==> src/shared/prh_pkg.sv <==
// Package with register map, field positions and carrier types of the reference/holdover bank
package prh_pkg;
    localparam int ADDR_W = 8;
    localparam int DATA_W = 8;
    // Register offsets
    localparam logic [7:0] REF_CTRL_OFS = 8'h1c;
    localparam logic [7:0] HOLD_CTRL_OFS = 8'h1d;
    localparam logic [7:0] STATUS_OFS = 8'h1f;
    localparam logic [7:0] IRQ_STAT_OFS = 8'h20;
    localparam logic [7:0] IRQ_MASK_OFS = 8'h21;
    // reference_input_control fields
    localparam int RC_DIFF = 0;
    localparam int RC_PRI_PWR = 1;
    localparam int RC_SEC_PWR = 2;
    localparam int RC_STAY_SEC = 3;
    localparam int RC_AUTO_SW = 4;
    // holdover_control fields
    localparam int HC_EN_LO = 0;
    localparam int HC_EXT = 1;
    localparam int HC_EN_HI = 2;
    localparam int HC_LDCMP = 3;
    localparam int HC_RDBK = 4;
    // pll_status_readback fields
    localparam int ST_LOCK = 0;
    localparam int ST_PRI_FREQ = 1;
    localparam int ST_SEC_FREQ = 2;
    localparam int ST_VCO_FREQ = 3;
    localparam int ST_SEC_SEL = 4;
    localparam int ST_HOLD = 5;
    localparam int ST_CAL = 6;
    // Interrupt event bits
    localparam int EV_LOCK_LOST = 0;
    localparam int EV_HOLD_IN = 1;
    localparam int EV_SWITCH = 2;
    localparam int EV_CAL_DONE = 3;
    localparam int EV_W = 4;
    // Reset values
    localparam logic [7:0] REF_CTRL_RST = 8'h00;
    localparam logic [7:0] HOLD_CTRL_RST = 8'h00;
    localparam logic [3:0] IRQ_MASK_RST = 4'h0;

    // Raw analog-side status levels, all from outside the clock domain
    typedef struct packed {
        logic cal_done;
        logic vco_above;
        logic sec_above;
        logic pri_above;
        logic dig_lock;
        logic lock_detect_pin;
        logic hold_req_pin;
        logic pri_good;
        logic sec_good;
    } prh_stat_t;

    typedef struct packed {
        logic diff_mode;
        logic pri_pwr;
        logic sec_pwr;
        logic sec_selected;
        logic holdover_active;
        logic ldcmp_en;
    } prh_ctl_t;
endpackage : prh_pkg

==> src/prh_sync.sv <==
// Two-flop synchroniser bank for the asynchronous status levels
`timescale 1ns/100ps
module prh_sync #(
    parameter int W = 9
) (
    input wire logic ref_clk,
    input wire logic rstn,
    input wire logic [W-1:0] d,
    output logic [W-1:0] q
);
    typedef struct packed {
        logic [W-1:0] s1;
        logic [W-1:0] s2;
    } prh_sync_st_t;

    prh_sync_st_t st_r;
    prh_sync_st_t st_nxt;

    initial begin
        if (W < 1) $error("prh_sync: W must be at least 1");
    end

    always_comb begin
        st_nxt.s1 = d;
        st_nxt.s2 = st_r.s1;
    end

    always_ff @(posedge ref_clk or negedge rstn) begin
        if (!rstn) begin
            st_r <= '0;
        end else begin
            st_r <= st_nxt;
        end
    end

    assign q = st_r.s2;
endmodule : prh_sync

==> src/prh_regs.sv <==
// Reference input, holdover control and PLL status register bank
//
// How it works
// - With stay-on-secondary set, a switch to secondary is never undone automatically.
// - Manual mode: secondary power bit powers the secondary input on or off.
// - Manual mode: primary power bit powers the primary input on or off.
// - Reference-mode bit: 0 single-ended, 1 differential.
// - Comparator enable 1: lock-detect pin level decides previous lock in auto holdover.
// - Comparator enable 0: auto holdover treats lock-detect pin as high.
// - Holdover works only when holdover bits 2 and 0 are both set.
// - External-holdover bit: 0 automatic controller, 1 hold-request pin decides.
// - Status bit 6 shows VCO calibration finished.
// - Status bit 5 shows the live holdover state.
// - Status bit 4 is 1 when secondary reference is selected.
// - Status bit 3 shows VCO frequency above threshold.
// - Status bit 2 shows secondary frequency above threshold.
// - Status bit 1 shows primary frequency above threshold.
// - Status bit 0 shows digital lock.
`timescale 1ns/100ps
module prh_regs #(
    parameter int SYNC_W = 9
) (
    input wire logic ref_clk,
    input wire logic rstn,
    input wire logic [prh_pkg::ADDR_W-1:0] reg_addr,
    input wire logic [prh_pkg::DATA_W-1:0] reg_wdata,
    input wire logic reg_wr,
    input wire logic reg_rd,
    output logic [prh_pkg::DATA_W-1:0] reg_rdata,
    input wire prh_pkg::prh_stat_t stat_in,
    output prh_pkg::prh_ctl_t ctl_out,
    output logic irq
);
    typedef struct packed {
        logic [7:0] ref_ctrl;
        logic [7:0] hold_ctrl;
        logic [prh_pkg::EV_W-1:0] irq_stat;
        logic [prh_pkg::EV_W-1:0] irq_mask;
        logic [7:0] rdata;
        logic sec_sel;
        logic hold_act;
        logic was_locked;
        logic lock_d;
        logic cal_d;
    } prh_st_t;

    prh_st_t st_r;
    prh_st_t st_nxt;
    prh_pkg::prh_stat_t ss;
    logic [prh_pkg::EV_W-1:0] ev;
    logic hold_en;
    logic ld_level;
    logic auto_sw;
    logic want_hold;
    logic [7:0] status_v;

    initial begin
        if (SYNC_W != $bits(prh_pkg::prh_stat_t)) $error("prh_regs: SYNC_W mismatch");
    end

    // Every status level arrives from the analog side and is synchronised first
    prh_sync #(.W(SYNC_W)) u_sync (
        .ref_clk(ref_clk),
        .rstn(rstn),
        .d(stat_in),
        .q(ss)
    );

    function automatic logic hit(input logic [7:0] a, input logic [7:0] ofs);
        hit = (a == ofs);
    endfunction : hit

    always_comb begin
        hold_en = st_r.hold_ctrl[prh_pkg::HC_EN_HI] & st_r.hold_ctrl[prh_pkg::HC_EN_LO];
        auto_sw = st_r.ref_ctrl[prh_pkg::RC_AUTO_SW] & ~st_r.ref_ctrl[prh_pkg::RC_DIFF];
        // Disabled comparator reads as a permanently high pin
        ld_level = st_r.hold_ctrl[prh_pkg::HC_LDCMP] ? ss.lock_detect_pin : 1'b1;
        if (st_r.hold_ctrl[prh_pkg::HC_EXT]) begin
            want_hold = ss.hold_req_pin;
        end else begin
            // Hold only if the loop had been locked and the selected input went bad
            want_hold = st_r.was_locked & ld_level
                & ~(st_r.sec_sel ? ss.sec_good : ss.pri_good);
        end
        status_v = '0;
        status_v[prh_pkg::ST_CAL] = ss.cal_done;
        status_v[prh_pkg::ST_HOLD] = st_r.hold_act;
        status_v[prh_pkg::ST_SEC_SEL] = st_r.sec_sel;
        status_v[prh_pkg::ST_VCO_FREQ] = ss.vco_above;
        status_v[prh_pkg::ST_SEC_FREQ] = ss.sec_above;
        status_v[prh_pkg::ST_PRI_FREQ] = ss.pri_above;
        status_v[prh_pkg::ST_LOCK] = ss.dig_lock;

        st_nxt = st_r;
        st_nxt.lock_d = ss.dig_lock;
        st_nxt.cal_d = ss.cal_done;
        if (ss.dig_lock) begin
            st_nxt.was_locked = 1'b1;
        end
        st_nxt.hold_act = hold_en & want_hold;
        if (!hold_en) begin
            st_nxt.was_locked = ss.dig_lock;
        end

        // Reference selection
        if (st_r.ref_ctrl[prh_pkg::RC_DIFF]) begin
            st_nxt.sec_sel = 1'b0;
        end else if (auto_sw) begin
            if (!st_r.sec_sel && !ss.pri_good && ss.sec_good) begin
                st_nxt.sec_sel = 1'b1;
            end else if (st_r.sec_sel && ss.pri_good && !ss.sec_good
                && !st_r.ref_ctrl[prh_pkg::RC_STAY_SEC]) begin
                // Back to primary only when not pinned to secondary
                st_nxt.sec_sel = 1'b0;
            end else if (st_r.sec_sel && ss.pri_good
                && !st_r.ref_ctrl[prh_pkg::RC_STAY_SEC]) begin
                st_nxt.sec_sel = 1'b0;
            end
        end else begin
            st_nxt.sec_sel = 1'b0;
        end

        ev = '0;
        ev[prh_pkg::EV_LOCK_LOST] = st_r.lock_d & ~ss.dig_lock;
        ev[prh_pkg::EV_HOLD_IN] = ~st_r.hold_act & st_nxt.hold_act;
        ev[prh_pkg::EV_SWITCH] = st_r.sec_sel ^ st_nxt.sec_sel;
        ev[prh_pkg::EV_CAL_DONE] = ~st_r.cal_d & ss.cal_done;

        // Register writes; new events win over a write-one clear
        st_nxt.irq_stat = st_r.irq_stat;
        if (reg_wr) begin
            if (hit(reg_addr, prh_pkg::REF_CTRL_OFS)) begin
                st_nxt.ref_ctrl = reg_wdata;
            end
            if (hit(reg_addr, prh_pkg::HOLD_CTRL_OFS)) begin
                st_nxt.hold_ctrl = reg_wdata;
            end
            if (hit(reg_addr, prh_pkg::IRQ_STAT_OFS)) begin
                st_nxt.irq_stat = st_r.irq_stat & ~reg_wdata[prh_pkg::EV_W-1:0];
            end
            if (hit(reg_addr, prh_pkg::IRQ_MASK_OFS)) begin
                st_nxt.irq_mask = reg_wdata[prh_pkg::EV_W-1:0];
            end
        end
        st_nxt.irq_stat = st_nxt.irq_stat | ev;

        // Read data valid the cycle after the strobe; unmapped reads give zero
        st_nxt.rdata = '0;
        if (reg_rd) begin
            if (hit(reg_addr, prh_pkg::REF_CTRL_OFS)) begin
                st_nxt.rdata = st_r.ref_ctrl;
            end else if (hit(reg_addr, prh_pkg::HOLD_CTRL_OFS)) begin
                st_nxt.rdata = st_r.hold_ctrl;
            end else if (hit(reg_addr, prh_pkg::STATUS_OFS)) begin
                st_nxt.rdata = st_r.hold_ctrl[prh_pkg::HC_RDBK] ? status_v : 8'h00;
            end else if (hit(reg_addr, prh_pkg::IRQ_STAT_OFS)) begin
                st_nxt.rdata = {4'h0, st_r.irq_stat};
            end else if (hit(reg_addr, prh_pkg::IRQ_MASK_OFS)) begin
                st_nxt.rdata = {4'h0, st_r.irq_mask};
            end
        end
    end

    always_ff @(posedge ref_clk or negedge rstn) begin
        if (!rstn) begin
            st_r <= '0;
            st_r.ref_ctrl <= prh_pkg::REF_CTRL_RST;
            st_r.hold_ctrl <= prh_pkg::HOLD_CTRL_RST;
            st_r.irq_mask <= prh_pkg::IRQ_MASK_RST;
        end else begin
            st_r <= st_nxt;
        end
    end

    always_comb begin
        ctl_out.diff_mode = st_r.ref_ctrl[prh_pkg::RC_DIFF];
        // Automatic mode powers both inputs so either can be switched to
        if (auto_sw) begin
            ctl_out.pri_pwr = 1'b1;
            ctl_out.sec_pwr = 1'b1;
        end else begin
            ctl_out.pri_pwr = st_r.ref_ctrl[prh_pkg::RC_PRI_PWR];
            ctl_out.sec_pwr = st_r.ref_ctrl[prh_pkg::RC_SEC_PWR];
        end
        ctl_out.sec_selected = st_r.sec_sel;
        ctl_out.holdover_active = st_r.hold_act;
        ctl_out.ldcmp_en = st_r.hold_ctrl[prh_pkg::HC_LDCMP];
    end

    assign reg_rdata = st_r.rdata;
    assign irq = |(st_r.irq_stat & st_r.irq_mask);
endmodule : prh_regs

==> config.mk <==
export PLATFORM = sky130hd
export DESIGN_NAME = prh_regs
export DESIGN_NICKNAME = d
export VERILOG_FILES = /design/src/shared/prh_pkg.sv /design/src/prh_sync.sv /design/src/prh_regs.sv
export SDC_FILE = /design/constraint.sdc
export NUM_CORES = 1
export LEC_CHECK = 0
export ABC_AREA = 1
export BUFFER_PORTS_ARGS = -buffer_cell sky130_fd_sc_hd__buf_2
export CORE_UTILIZATION = 62
export CTS_BUF_LIST = sky130_fd_sc_hd__clkbuf_8
export DETAILED_ROUTE_END_ITERATION = 10
export MAX_ROUTING_LAYER = met4
export PLACE_DENSITY = 0.87
export SYNTH_ARGS = -nofsm -noshare
export SYNTH_HDL_FRONTEND = slang
export SYNTH_HIERARCHICAL = 1
export SYNTH_SLANG_ARGS = --single-unit
==> constraint.sdc <==
create_clock -name ref_clk -period 2.2 [get_ports ref_clk]
set_input_delay 0.22 -clock ref_clk [delete_from_list [all_inputs] [get_ports ref_clk]]
set_output_delay 0.22 -clock ref_clk [all_outputs]
set_load 0.02 [all_outputs]
## After elaboration in Yosys (flattened, before gate mapping)

Cells that the tools add are included.

- Input bits: 29
- Output and inout port bits: 15
- Flip-flop bits (word level): 55
- Logic and storage cells: 71

- Bitwise gates (word level): 18
- Reductions and logical operators: 14
- Mux-type cells: 21
- Eq/ne operators: 6

Operator list:

| cell | count |
|---|---|
| two-way mux 8 bit | 4 |
| == test 8 x 5 -> 1 bit (second input constant) | 3 |
| == test 8 x 6 -> 1 bit (second input constant) | 2 |
| two-way mux 4 bit | 4 |
| two-way mux 7 bit | 2 |
| two-way mux 1 bit | 10 |
| bitwise AND 1 bit | 8 |
| bitwise AND 4 bit | 2 |
| logical AND 1 bit | 6 |
| AND reduction 2 bit | 3 |
| NOT 1 bit | 5 |
| logical NOT 1 bit | 4 |
| NOT 4 bit | 1 |
| bitwise OR 4 bit | 1 |
| OR reduction 4 bit | 1 |
| two-way mux 2 bit | 1 |
| != test 2 x 1 -> 1 bit (second input constant) | 1 |
| XOR 1 bit | 1 |

## Logic depth before layout (Yosys ltp)

- Depth in word-level cells: 9
- Gate-level depth with buffers: 9
- Mapped depth without buffers: 9

## Modules after synthesis

The synthesis kept the hierarchy.

By module, submodules not included:

| module | cells each | instances | area each (um2) | sequential area each (um2) |
|---|---|---|---|---|
| prh_regs | 238 | 1 | 2058.2 | 925.9 |
| prh_sync | 18 | 1 | 450.4 | 450.4 |

## Worst setup path before layout

OpenSTA, ideal clock, no wires.

- Path kind: flip-flop to output port
- Start point: register st_r[18] in the netlist's numbering
- End point: output port irq
- Cell stages (with the launch flop): 3
- Buffers on the path: 0
- Slack: 1124 ps
- Arrival time: 856 ps
- Path through: dfrtp_1 inv_1 o21ai_0

- Longest elaborated chain between the ends: 2

RTL lines:

| what | RTL line | RTL |
|---|---|---|
| start, declared | prh_regs.sv:47 | `prh_st_t st_r;` |
| start signal, assigned | prh_regs.sv:171 | `st_r <= st_nxt;` |
| bitwise AND 4 bit | prh_regs.sv:191 | `assign irq = \|(st_r.irq_stat & st_r.irq_mask);` |
| OR reduction 4 bit | prh_regs.sv:191 |  |
| end, declared | prh_regs.sv:32 | `output logic irq` |

Every way passes these cells.

==> impl_metrics.ini <==
[global_routing]
antenna_found_initial = 0
grt_overflow = 0
grt_pass1_wl_um = 8050
grt_start_max_net_pins = 30
grt_pass1_vias = 1749
grt_usage = 0.270

[min_path]
whs_endpoint = u_sync/st_nxt[4]
hold_class = in2reg
hold_depth = 1
min_from = stat_in[4]

[detailed_routing]
vias = 1882
dr.pass1.iters = 5
routed_wl_um = 5050
routedWlPerCell_um = 14.5
initialDrtViolationCount = 151
met3_wirelength_um = 250
routedLengthMet1_um = 2190
top_layer = met4
viasPerCell = 5.39
route.detailed.drc = 0
ant_nets = 0
wl_met2_um = 2490

[finish]
fin_nets = 329
final_cell_area_um2 = 2850
antennaDiodeCount = 0
multi_input_area_um2 = 857
fill_cells = 277
register_area_um2 = 1380
drive_gt1_frac = 0.306
syn2layout_area_growth_pct = 13.8
final_cells = 349

[worst_setup_path]
critical_path_class = reg2out
crit_path_start_kind = flip-flop
cp.arrival_ns = 1.29
ff2ff_setup_slack_ns = 0.92
critPathMaxStageDelay_ns = 0.43
r2r-start = ctl_out[5]
required_ns = 1.98
path_cells = inv_1 -> nor2_1 -> or2_2 -> buf_2
cpMaxStageDelayCell = dfrtp_1
critPathTopFamily = flip-flops
worstSetupEndpointType = output port
crit_buf_inv = 2
reg2reg_to = st_r[19]
critical_path.max_fanout = 3
rr_worst_depth = 5

[floorplanning]
die_y_um = 65.6
core_area_um2 = 3770
ioPinCount = 44
rows = 22
die_w_um = 65.6
initial_core_util = 0.665
die_area_um2 = 4300

[clocking]
ctsResizeCount = 0
cts_tree = yes
clk_pin_slew_ns = 0.10
cts_buffer_depth = 2
clk_latency_ns = 0.31
clock_sinks = 55
holdBufCountCts = 1
cts_made_buffers = 5
cts_htree_levels = 2
clockRootBuffer = clkbuf_8
postCtsSetupRepairBufs = 0

[pwr]
leakage_uw = 0.00147
ir_drop_v = 0.000520
power_density_nw_per_um2 = 632

[logic_synthesis]
synth_ff_type = dfrtp_1
avgSynthCellArea_um2 = 9.80
async_reset_ff_frac = 1.00
synth_nets = 285
synthesis.area_um2 = 2510
yosysTopAreaCellShare = 0.549
netlist_instances = 256
ys_ff_latch = 55
synth.most_common_cell = dfrtp_1
ys_top_cells_by_area = dfrtp_1 (55%), nand2_1 (6.1%), o21ai_2 (5.6%)
synth_largest_area_cell = dfrtp_1
synth_edf_count = 0
synth_cell_types = 31
synth_seq_area_share = 0.549
yosys_warnings = 6
synth_common_cells = dfrtp_1 (55), nand2_1 (41), inv_1 (34)

[sta]
fmax_mhz = 663
period_minus_slack_ns = 1.51
setup_tns_ns = 0
finClkSkew_ns = 0.00698
slew_headroom = 0.599
finalMaxSlewViolations = 0
tightest_slew_ns = 0.602
rsz0062_at_grt = no
setup_violations = 0
hold_violations = 0
fin_crit_sh = 0.685

[placed_design]
hpwlAfterDp_um = 3810
portBuffers = 43
dp.cells = 332
gp_congestion = 0.927
dpl_cell_area_um2 = 2680

[flow_run]
drv_cap = 0

[status]
status = complete, no violations
-- layer usage --
layer,GRT usage,vias to the layer above
met2,0.415,79
met1,0.339,887
met4,0.130,0
li1,-,903
met5,-,-
met3,0.0608,13
-- sequential cells by signal, summed over array words and instances, names as in the netlist --
signal,flops
ctl_out,4
reg_rdata,8
u_sync/st_nxt,9
st_r,25
u_sync/q,9
-- report_power, final --
group | leakage [µW] | total, µW | switching [µW] | internal [µW]
clock | 0.0000483 | 549 | 325 | 225
combinational | 0.000744 | 174 | 108 | 66.2
sequential | 0.000682 | 1080 | 27.7 | 1050
total | 0.00147 | 1800 | 460 | 1340
-- through the flow --
stage          hold WS [ns]  utilization  worst slack, ns  power [µW]
3_3_place_gp          0.253        0.710            0.866        1250
4_1_cts             0.00526        0.736            0.681        1800
6_report             0.0248        0.757            0.692        1800
5_1_grt             0.00181        0.757            0.624        1890
2_1_floorplan       -0.0756            -             1.12        1180
3_5_place_dp          0.262        0.710            0.808        1260
-- final cells by class --
class,instances,area share
Clock buffer,5,0.0241
Clock inverter,3,0.00658
Inverter,39,0.0517
Multi-Input combinational cell,146,0.300
Sequential cell,55,0.482
Tap cell,48,0.0210
Timing Repair Buffer,53,0.114
-- logic make-up (layout without fill, tap and decap cells) --
| group | count (synthesis) | after routing | synth area share |
|---|---|---|---|
| simple gates | 97 | 97 | 0.212 |
| buf+inv | 55 | 100 | 0.110 |
| flops | 55 | 55 | 0.549 |
| compound gates | 49 | 49 | 0.130 |
-- layout by cell type, fill, tap and decap left out, drive strengths merged, types with 5 or more instances in the layout --
master	n
nand2	48
dfrtp	55
clkbuf	5
dlygate4sd3	9
nor3	5
o21ai	33
buf	44
a21oi	7
inv	39
nor2	17
nand3	18
-- how the worst max path moves through the flow --
stage	end	slack, ns	cells after the start	from
floorplan	irq	1.12	2	st_r[18]
global placement	st_r[25]	0.87	7	reg_addr[5]
detailed placement	st_r[25]	0.81	7	reg_addr[5]
CTS	ctl_out[3]	0.68	4	st_r[33]
global route	ctl_out[4]	0.62	4	st_r[33]
finish	ctl_out[3]	0.69	4	st_r[33]
Power figures use the tool's default switching activity.
